### config.mk
export PLATFORM = sky130hd
export DESIGN_NAME = boot_rom_overlay_decode
export DESIGN_NICKNAME = d
export VERILOG_FILES = /design/src/boot_rom_overlay_pkg.sv /design/src/boot_rom_overlay_decode.sv
export SDC_FILE = /design/constraint.sdc
export NUM_CORES = 1
export LEC_CHECK = 0
export BUFFER_PORTS_ARGS = -buffer_cell sky130_fd_sc_hd__buf_2
export CORE_MARGIN = 8
export CORE_UTILIZATION = 48
export CTS_CLUSTER_SIZE = 8
export DETAILED_ROUTE_END_ITERATION = 10
export PLACE_DENSITY = 0.78
export SYNTH_ARGS = -nofsm -noshare
export SYNTH_HDL_FRONTEND = slang
export SYNTH_HIERARCHICAL = 1
export SYNTH_SLANG_ARGS = --single-unit
### constraint.sdc
create_clock -name sys_clk -period 1.8 [get_ports sys_clk]
set_input_delay 0 -clock sys_clk [delete_from_list [all_inputs] [get_ports sys_clk]]
set_output_delay 0 -clock sys_clk [all_outputs]
set_load 0.1 [all_outputs]
### src/boot_rom_overlay_pkg.sv
// Constants for the boot ROM overlay decode, and the strap-to-size decoder.
// Assumes straps are static board levels, synchronous to sys_clk.

`timescale 1ns/1ps

// ============================================================
// Shared constants
// ============================================================
package boot_rom_overlay_pkg;
    localparam int ADDR_W = 16;
    localparam int ROM_ADDR_W = 14;
    // Address bit that splits the shared low half from the upper RAM half.
    localparam int HALF_BIT = 15;
    // Top address of each fitted ROM size (32, 64, 128 Kbit).
    localparam logic [15:0] ROM_TOP_SMALL = 16'h0FFF;
    localparam logic [15:0] ROM_TOP_MEDIUM = 16'h1FFF;
    localparam logic [15:0] ROM_TOP_LARGE = 16'h3FFF;
    // The overlay comes out of reset enabled.
    localparam logic ROM_EN_RESET = 1'b1;
    // Selects are idle and the ROM lines low while reset is held.
    localparam logic SEL_RESET = 1'b0;
    localparam logic [13:0] ROM_ADDR_RESET = 14'h0000;

    typedef enum logic [1:0] {
        SIZE_SMALL = 2'b00,
        SIZE_MEDIUM = 2'b01,
        SIZE_LARGE = 2'b10
    } rom_size_t;
endpackage : boot_rom_overlay_pkg

// ============================================================
// Strap decoder
// ============================================================
module rom_size_decode (
    // Board straps, high when the common point is joined to the option.
    input wire logic rom_size_strap_large,
    input wire logic rom_size_strap_medium,
    // Decoded size and the top ROM address for it.
    output boot_rom_overlay_pkg::rom_size_t rom_size,
    output logic [15:0] rom_top
);
    // Only one strap may be fitted; should both be, the larger size wins so
    // that no part of a fitted device becomes unreachable.
    always_comb begin
        if (rom_size_strap_large) begin
            rom_size = boot_rom_overlay_pkg::SIZE_LARGE;
            rom_top = boot_rom_overlay_pkg::ROM_TOP_LARGE;
        end else if (rom_size_strap_medium) begin
            rom_size = boot_rom_overlay_pkg::SIZE_MEDIUM;
            rom_top = boot_rom_overlay_pkg::ROM_TOP_MEDIUM;
        end else begin
            rom_size = boot_rom_overlay_pkg::SIZE_SMALL;
            rom_top = boot_rom_overlay_pkg::ROM_TOP_SMALL;
        end
    end
endmodule : rom_size_decode

### src/boot_rom_overlay_decode.sv
// Memory decode for a boot ROM overlaying the low 32 Kbyte of a 64 Kbyte map.
// Assumes the processor holds mem_addr steady while mem_req is high and that
// chip selects may lag the request by one sys_clk cycle.

`timescale 1ns/1ps

// ============================================================
// Top module
// ============================================================
// Notes on behaviour
// - After reset the boot ROM of at least 32 Kbit answers from address zero upward.
// - The ROM enable comes out of reset set, so ROM serves the low half up to the fitted ROM's top address.
// - In the low half, ROM, RAM or neither is selected for an access, never both.
// - A software write to the overlay control bit enables or disables the ROM overlay.
// - The upper half of the map always selects RAM.
// - The decode handles a ROM of up to 128 Kbit, filling the first 16 Kbyte.
module boot_rom_overlay_decode (
    // Clock and reset.
    input wire logic sys_clk,
    input wire logic rstn,
    // Processor memory request.
    input wire logic mem_req,
    input wire logic [15:0] mem_addr,
    // Overlay control register write port.
    input wire logic overlay_ctrl_wr,
    input wire logic overlay_ctrl_rom_en,
    // Size straps.
    input wire logic rom_size_strap_large,
    input wire logic rom_size_strap_medium,
    // Chip selects and ROM address.
    output logic rom_cs_q,
    output logic ram_cs_q,
    output logic [13:0] rom_addr_q,
    output logic rom_en_q
);
    boot_rom_overlay_pkg::rom_size_t rom_size;
    logic [15:0] rom_top;
    logic low_half;
    logic in_rom;
    logic rom_cs_d;
    logic ram_cs_d;
    logic [13:0] rom_addr_d;

    // True when the address lies in the shared low half.
    function automatic logic is_low_half(input logic [15:0] a);
        return a[boot_rom_overlay_pkg::HALF_BIT] == 1'b0;
    endfunction : is_low_half

    // Masks ROM address lines above the fitted device to zero.
    function automatic logic [13:0] mask_rom_addr(input logic [15:0] a,
                                                  input boot_rom_overlay_pkg::rom_size_t s);
        logic [13:0] m;
        m = a[13:0];
        case (s)
            boot_rom_overlay_pkg::SIZE_SMALL: m[13:12] = 2'h0;
            boot_rom_overlay_pkg::SIZE_MEDIUM: m[13] = 1'b0;
            boot_rom_overlay_pkg::SIZE_LARGE: m = a[13:0];
            default: m[13:12] = 2'h0;
        endcase
        return m;
    endfunction : mask_rom_addr

    // ========================================================
    // Strap decode
    // ========================================================
    rom_size_decode u_size (
        .rom_size_strap_large(rom_size_strap_large),
        .rom_size_strap_medium(rom_size_strap_medium),
        .rom_size(rom_size),
        .rom_top(rom_top)
    );

    // ========================================================
    // Overlay control bit
    // ========================================================
    // Reset forces the overlay on so the boot program is found at zero.
    always_ff @(posedge sys_clk) begin
        if (!rstn) begin
            rom_en_q <= boot_rom_overlay_pkg::ROM_EN_RESET;
        end else if (overlay_ctrl_wr) begin
            rom_en_q <= overlay_ctrl_rom_en;
        end
    end

    // ========================================================
    // Address decode
    // ========================================================
    // Addresses above the fitted ROM but still in the low half select
    // nothing while the overlay is on; aliasing the ROM there would hide the
    // missing RAM less honestly than an open read.
    always_comb begin
        low_half = is_low_half(mem_addr);
        in_rom = low_half && (mem_addr <= rom_top);
        rom_cs_d = mem_req && rom_en_q && in_rom;
        ram_cs_d = mem_req && !(rom_en_q && low_half);
        rom_addr_d = mask_rom_addr(mem_addr, rom_size);
    end

    // Registered selects; one cycle of latency keeps the outputs glitch free.
    always_ff @(posedge sys_clk) begin
        if (!rstn) begin
            rom_cs_q <= boot_rom_overlay_pkg::SEL_RESET;
            ram_cs_q <= boot_rom_overlay_pkg::SEL_RESET;
            rom_addr_q <= boot_rom_overlay_pkg::ROM_ADDR_RESET;
        end else begin
            rom_cs_q <= rom_cs_d;
            ram_cs_q <= ram_cs_d;
            rom_addr_q <= rom_addr_d;
        end
    end

    // ========================================================
    // Assertions
    // ========================================================
    property p_boot_at_zero;
        @(posedge sys_clk) disable iff (!rstn)
        $rose(rstn) ##0 mem_req && mem_addr == 16'h0000 |=> rom_cs_q && !ram_cs_q;
    endproperty
    a_boot_at_zero: assert property (p_boot_at_zero)
        else $error("ROM not selected at address zero after reset.");

    property p_reset_rom_en;
        @(posedge sys_clk) !rstn |=> rom_en_q;
    endproperty
    a_reset_rom_en: assert property (p_reset_rom_en)
        else $error("ROM enable not set after reset.");

    property p_exclusive;
        @(posedge sys_clk) disable iff (!rstn) !(rom_cs_q && ram_cs_q);
    endproperty
    a_exclusive: assert property (p_exclusive)
        else $error("ROM and RAM selected together.");

    property p_ctrl_write;
        @(posedge sys_clk) disable iff (!rstn)
        overlay_ctrl_wr ##1 (mem_req && mem_addr == 16'h0000 && !overlay_ctrl_wr)
            |=> (rom_cs_q == $past(overlay_ctrl_rom_en, 2)) && (ram_cs_q != rom_cs_q);
    endproperty
    a_ctrl_write: assert property (p_ctrl_write)
        else $error("Overlay control write did not steer the low half.");

    property p_upper_ram;
        @(posedge sys_clk) disable iff (!rstn)
        mem_req && mem_addr[15] |=> ram_cs_q && !rom_cs_q;
    endproperty
    a_upper_ram: assert property (p_upper_ram)
        else $error("Upper half access did not select RAM.");

    property p_large_top;
        @(posedge sys_clk) disable iff (!rstn)
        mem_req && rom_en_q && rom_size_strap_large && mem_addr == 16'h3FFF
            |=> rom_cs_q && rom_addr_q == 14'h3FFF;
    endproperty
    a_large_top: assert property (p_large_top)
        else $error("Top of 128 Kbit ROM not selected.");

    property p_small_size;
        @(posedge sys_clk) disable iff (!rstn)
        mem_req && rom_en_q && !rom_size_strap_large && !rom_size_strap_medium
            && mem_addr == 16'h1000 |=> !rom_cs_q && !ram_cs_q;
    endproperty
    a_small_size: assert property (p_small_size)
        else $error("Unstrapped ROM answered above 32 Kbit.");

    property p_medium_addr;
        @(posedge sys_clk) disable iff (!rstn)
        rom_size_strap_medium && !rom_size_strap_large |=> rom_addr_q[13] == 1'b0;
    endproperty
    a_medium_addr: assert property (p_medium_addr)
        else $error("ROM line 13 driven for a 64 Kbit device.");

    // RAM must stay off anywhere in the low half while the overlay is on.
    property p_ram_off_low;
        @(posedge sys_clk) disable iff (!rstn)
        mem_req && rom_en_q && !mem_addr[boot_rom_overlay_pkg::HALF_BIT] |=> !ram_cs_q;
    endproperty
    a_ram_off_low: assert property (p_ram_off_low)
        else $error("RAM selected in the low half with ROM enabled.");

    // With the overlay off every request lands in RAM alone.
    property p_overlay_off_ram;
        @(posedge sys_clk) disable iff (!rstn)
        mem_req && !rom_en_q |=> ram_cs_q && !rom_cs_q;
    endproperty
    a_overlay_off_ram: assert property (p_overlay_off_ram)
        else $error("Request with the overlay off did not select RAM alone.");

    // Without a request both selects are low one edge later.
    property p_idle_no_select;
        @(posedge sys_clk) disable iff (!rstn)
        !mem_req |=> !rom_cs_q && !ram_cs_q;
    endproperty
    a_idle_no_select: assert property (p_idle_no_select)
        else $error("A select was raised without a request.");

    // The control bit keeps its value between writes.
    property p_en_hold;
        @(posedge sys_clk) disable iff (!rstn)
        !overlay_ctrl_wr |=> $stable(rom_en_q);
    endproperty
    a_en_hold: assert property (p_en_hold)
        else $error("Overlay enable changed without a write.");

    // The largest device sees every low address line unmasked.
    property p_large_addr;
        @(posedge sys_clk) disable iff (!rstn)
        rom_size_strap_large |=> rom_addr_q == $past(mem_addr[13:0]);
    endproperty
    a_large_addr: assert property (p_large_addr)
        else $error("ROM lines do not follow the address for a 128 Kbit device.");

    // An unstrapped device keeps the two top ROM lines low.
    property p_small_addr;
        @(posedge sys_clk) disable iff (!rstn)
        !rom_size_strap_large && !rom_size_strap_medium |=> rom_addr_q[13:12] == 2'h0;
    endproperty
    a_small_addr: assert property (p_small_addr)
        else $error("Top ROM lines driven for a 32 Kbit device.");

    // Just above a 64 Kbit device neither select answers while ROM is on.
    property p_medium_top;
        @(posedge sys_clk) disable iff (!rstn)
        mem_req && rom_en_q && rom_size_strap_medium && !rom_size_strap_large
            && mem_addr == 16'h2000 |=> !rom_cs_q && !ram_cs_q;
    endproperty
    a_medium_top: assert property (p_medium_top)
        else $error("A 64 Kbit device answered above its top.");
endmodule : boot_rom_overlay_decode

# Yosys cells after proc, flatten, opt, wreduce, memory -nomap -nowiden
# Index checks and enable logic that the tools add are counted.
# word_totals
ff_bits	17
inputBits	23
elab_cells	23
# classes
n_lt_le_gt_ge	1
n_eq_ne	2
mux	4
bitwise	1
reduce_logical	9
# ops
operator	n
less-or-equal comparator 16 bit	1
2-to-1 mux 16 bit	1
2-to-1 mux 13 bit	1
logical AND 1 bit	5
AND reduction 2 bit	2
equality test 2 x 1 -> 1 bit (second input constant)	1
equality test 2 bit (second input constant)	1
2-to-1 mux 2 bit	1
OR reduction 2 bit	1
zero test 1 bit	1
2-to-1 mux 1 bit	1
inverter 1 bit	1

# Logic depth before layout (Yosys ltp)
# logic_depth
depth_word	5
mapped_depth	7
ltp_nobuf	7

# Cells and area by module
# Netlist, hierarchy kept.
# modules_own_cells
mod	n_inst	cells_per_inst	area_per_inst_um2	seq_area_each_um2
boot_rom_overlay_decode	1	97	912.1	340.3
rom_size_decode	1	20	142.6	0.0

# Worst setup path before layout
# OpenSTA, ideal clock, no wires.
# synth_timing
kind	register to register
from	reg rom_en_q
to	reg rom_cs_q
setup_time_ns	0.084
t_arrival_ns	1.730
path_slack_ns	-0.015
stages_incl_launch_ff	4
path_buffers	0
synth_period_minus_slack_ns	1.815
cell_sequence	dfxtp_1 > nand4b_1 > a2111o_1 > o31ai_2
# synth_via
elab_chain_cells	2
# synth_lines
element	line_no	text
start: declaration	boot_rom_overlay_decode.sv:34	output logic rom_en_q
start signal: assignment	boot_rom_overlay_decode.sv:79	rom_en_q <= boot_rom_overlay_pkg::ROM_EN_RESET;
start signal: assignment	boot_rom_overlay_decode.sv:81	rom_en_q <= overlay_ctrl_rom_en;
logical AND 1 bit (2 in a row)	boot_rom_overlay_decode.sv:94	rom_cs_d = mem_req && rom_en_q && in_rom;
end signal: assignment	boot_rom_overlay_decode.sv:102	rom_cs_q <= boot_rom_overlay_pkg::SEL_RESET;
end signal: assignment	boot_rom_overlay_decode.sv:106	rom_cs_q <= rom_cs_d;
end: declaration	boot_rom_overlay_decode.sv:31	output logic rom_cs_q,
# Every way passes these cells.
# A chain may end at the register's enable or synchronous reset.

# Final worst setup path
# layout_timing
from	in mem_addr[13]
to	reg rom_cs_q
# layout_via
elab_chain_cells	3
# layout_lines
element	line_no	text
start: declaration	boot_rom_overlay_decode.sv:23	input wire logic [15:0] mem_addr,
less-or-equal comparator 16 bit	boot_rom_overlay_decode.sv:93	in_rom = low_half && (mem_addr <= rom_top);
logical AND 1 bit	boot_rom_overlay_decode.sv:93	
logical AND 1 bit	boot_rom_overlay_decode.sv:94	
# Every way passes these cells.

==> impl_metrics.toml <==
[status]
status = "complete, no violations"

[detailed_routing]
num_vias = 907
wirelength_um = 2390
drcViolationCount = 0
wl_per_cell_um = 11.9
dr.first_iter.drc_count = 12
avgViaCountPerCell = 4.51
ant_nets = 0
drt_pass1_iterations = 4

[sta]
skew_ns = 0.000112
timing.hold.ws_ns = 0.0959
setup_tns_ns = 0
hold_viol_final = 0
rsz0062_at_grt = "no"
fmax_mhz = 627
fin_crit_sh = 0.885
setup_violations = 0
worst_slack_ns = 0.206
drv_slew = 0
min_period_ns = 1.59

[final_layout]
area_growth_pct = 34.0
diodes = 0
nNetsFinal = 214
fin_cells = 201
utilization = 0.658
drive_gt1_frac = 0.306

[global_routing]
grt_pass1_wl_um = 4170
grt_pass1_vias = 1022
track_usage = 0.127
grt_max_degree = 18
gr-total-overflow = 0
antenna_found_initial = 0

[clock_network]
cts.sinks = 17
cts_tree = "done"
cts_made_buffers = 3
cts_buffer_depth = 2
cts_setup_buffers = 0
clock_latency_ns = 0.29
cts_max_level = 1
clockRootBuffer = "clkbuf_4"
post_cts_resized = 0
clkTransAtPathRegs_ns = 0.09

[setup_path]
crit_type = "input port to register"
cp.required_ns = 1.99
cp-start-kind = "input port"
arrival_ns = 1.78
critPathLaunch = "mem_addr[13]"
cp-end-kind = "register"
slowest_delay_ns = 0.53
cp_cell_sequence = "dlygate4sd3_1 > buf_2 > ha_1 > nand4_1 > nor4_2 > a21boi_2 > o31ai_2"
slowest_stage = "dlygate4sd3_1"
r2r_setup_slack_ns = 0.61
worstReg2RegStart = "rom_en_q"
crit_path_max_fanout = 4

[power]
p_leak_nw = 0.828
p_comb_frac = 0.356
ir_worst_vdd_uv = 561
seqPwrFrac = 0.430
p_int_uw = 585
p_sw_frac = 0.372
clock_power_share = 0.214
p_sw_uw = 347
power_density_nw_per_um2 = 659

[flow_run]
maxCapViolations = 0

[synth]
netlist_top_cells_area = "dfxtp_1 32%, ha_1 20%, buf_4 11%, inv_1 6.4%, and2_1 4.7%"
ys_seq_area_frac = 0.323
synth_seq_cells = 17
ys.flop_type = "dfxtp_1"
async_flop_share = 0
yosysTopAreaCell = "dfxtp_1"
synth_edf_count = 0
synthCells = 117
ys_types = 28
avgSynthCellArea_sq_um = 9.02
synth_warnings = 6
synth_top_cell_area_share = 0.323
synth_area_sq_um = 1050

[floorplanning]
io_pins = 40
die_h_um = 62.9
initial_core_util = 0.491
core-area_sq_um = 2150
num_rows = 17
chipWidth_um = 62.9
die_area_sq_um = 3950

[placed_design]
dp_slack_ns = 0.376
placed_cells = 179
hpwl_um = 1830
gp_congestion = 0.723
port_buffers = 39

[worst_hold_path]
min_path_type = "input port to register"
min_from = "rstn"
==> through the flow <==
stage	power, mW	cell area (sq um)
floorplan	0.662	1100
global placement	0.695	1210
detailed placement	0.705	1210
CTS	0.933	1420
global route	0.976	1410
finish	0.932	1410
==> synthesized netlist by cell type (2+ instances only) <==
| cell type | n |
|---|---|
| nand2_1 | 6 |
| and2_1 | 8 |
| buf_4 | 16 |
| dfxtp_1 | 17 |
| and2_2 | 4 |
| inv_1 | 18 |
| conb_1 | 2 |
| ha_1 | 17 |
| nand4_1 | 3 |
| nor2_1 | 2 |
| a21oi_1 | 7 |
==> registers in the layout (all words and copies together) (netlist names) <==
name	count
rom_en_q	1
ram_cs_q	1
rom_addr_q	14
rom_cs_q	1
==> cell type report <==
class | count | area, sq um
clock buffer | 4 | 26.3
fill | 200 | 734
inverter | 18 | 67.6
multi-input combinational | 77 | 568
sequential | 17 | 342
tap | 28 | 35.0
timing repair buffer | 57 | 375
==> cells in the final DEF (no fill, tap or decap), types with 2 or more instances in the layout <==
cell | netlist | routed
buf_2 | 0 | 39
inv_1 | 18 | 18
dlygate4sd3_1 | 0 | 18
ha_1 | 17 | 17
dfxtp_1 | 17 | 16
conb_1 | 2 | 14
and2_1 | 8 | 8
a21oi_1 | 7 | 7
nand2_1 | 6 | 6
and2_2 | 4 | 4
nand4_1 | 3 | 3
clkbuf_4 | 0 | 3
nor2_1 | 2 | 2
==> layer usage <==
metal,wire [um],track usage,share of wire,vias to the layer above
met1,875,0.105,0.37,397
li1,-,-,-,466
met5,0,0,0,-
met4,97,0.0940,0.041,0
met2,1260,0.237,0.53,34
met3,158,0.0466,0.066,10
==> cell families (layout without fill, tap and decap cells) <==
logic type,count (synthesis),in the layout,share of synthesized area
compound gates,14,14,0.0937
fa+ha+maj,17,17,0.202
buf+inv,35,79,0.181
flops,17,17,0.323
mux,1,1,0.00949
other cells,2,14,0.00712
simple gates,31,31,0.184
==> critical path: cells and delay by family <==
kind,cells,cell delay [ns]
and+or+nand+nor,2,0.54
adders and majority gates,1,0.29
buffers and inverters,2,0.66
AOI/OAI and AO/OA,2,0.30
==> power groups by stage <==
stage	logic (mW)	registers (mW)	clock network [mW]
global route	0.358	0.403	0.215
CTS	0.329	0.401	0.204
global placement	0.286	0.409	0
finish	0.332	0.401	0.199
detailed placement	0.296	0.410	0
floorplan	0.109	0.553	0
==> path summary, 6_finish.rpt <==
| kind | endpoint | cells after the start |
|---|---|---|
| worst min-delay path | rom_addr_q[7] | 2 |
| worst max register to register | rom_en_q | 3 |
| worst min register to register | rom_cs_q | 4 |
| worst max-delay path | rom_cs_q | 7 |
==> what timing repair did <==
action	in CTS	in global routing
endpoints found under the setup margin	0	1
hold buffers	19	0
hold endpoints to repair	16	0
No activity file was read; power rests on OpenSTA's default activity.
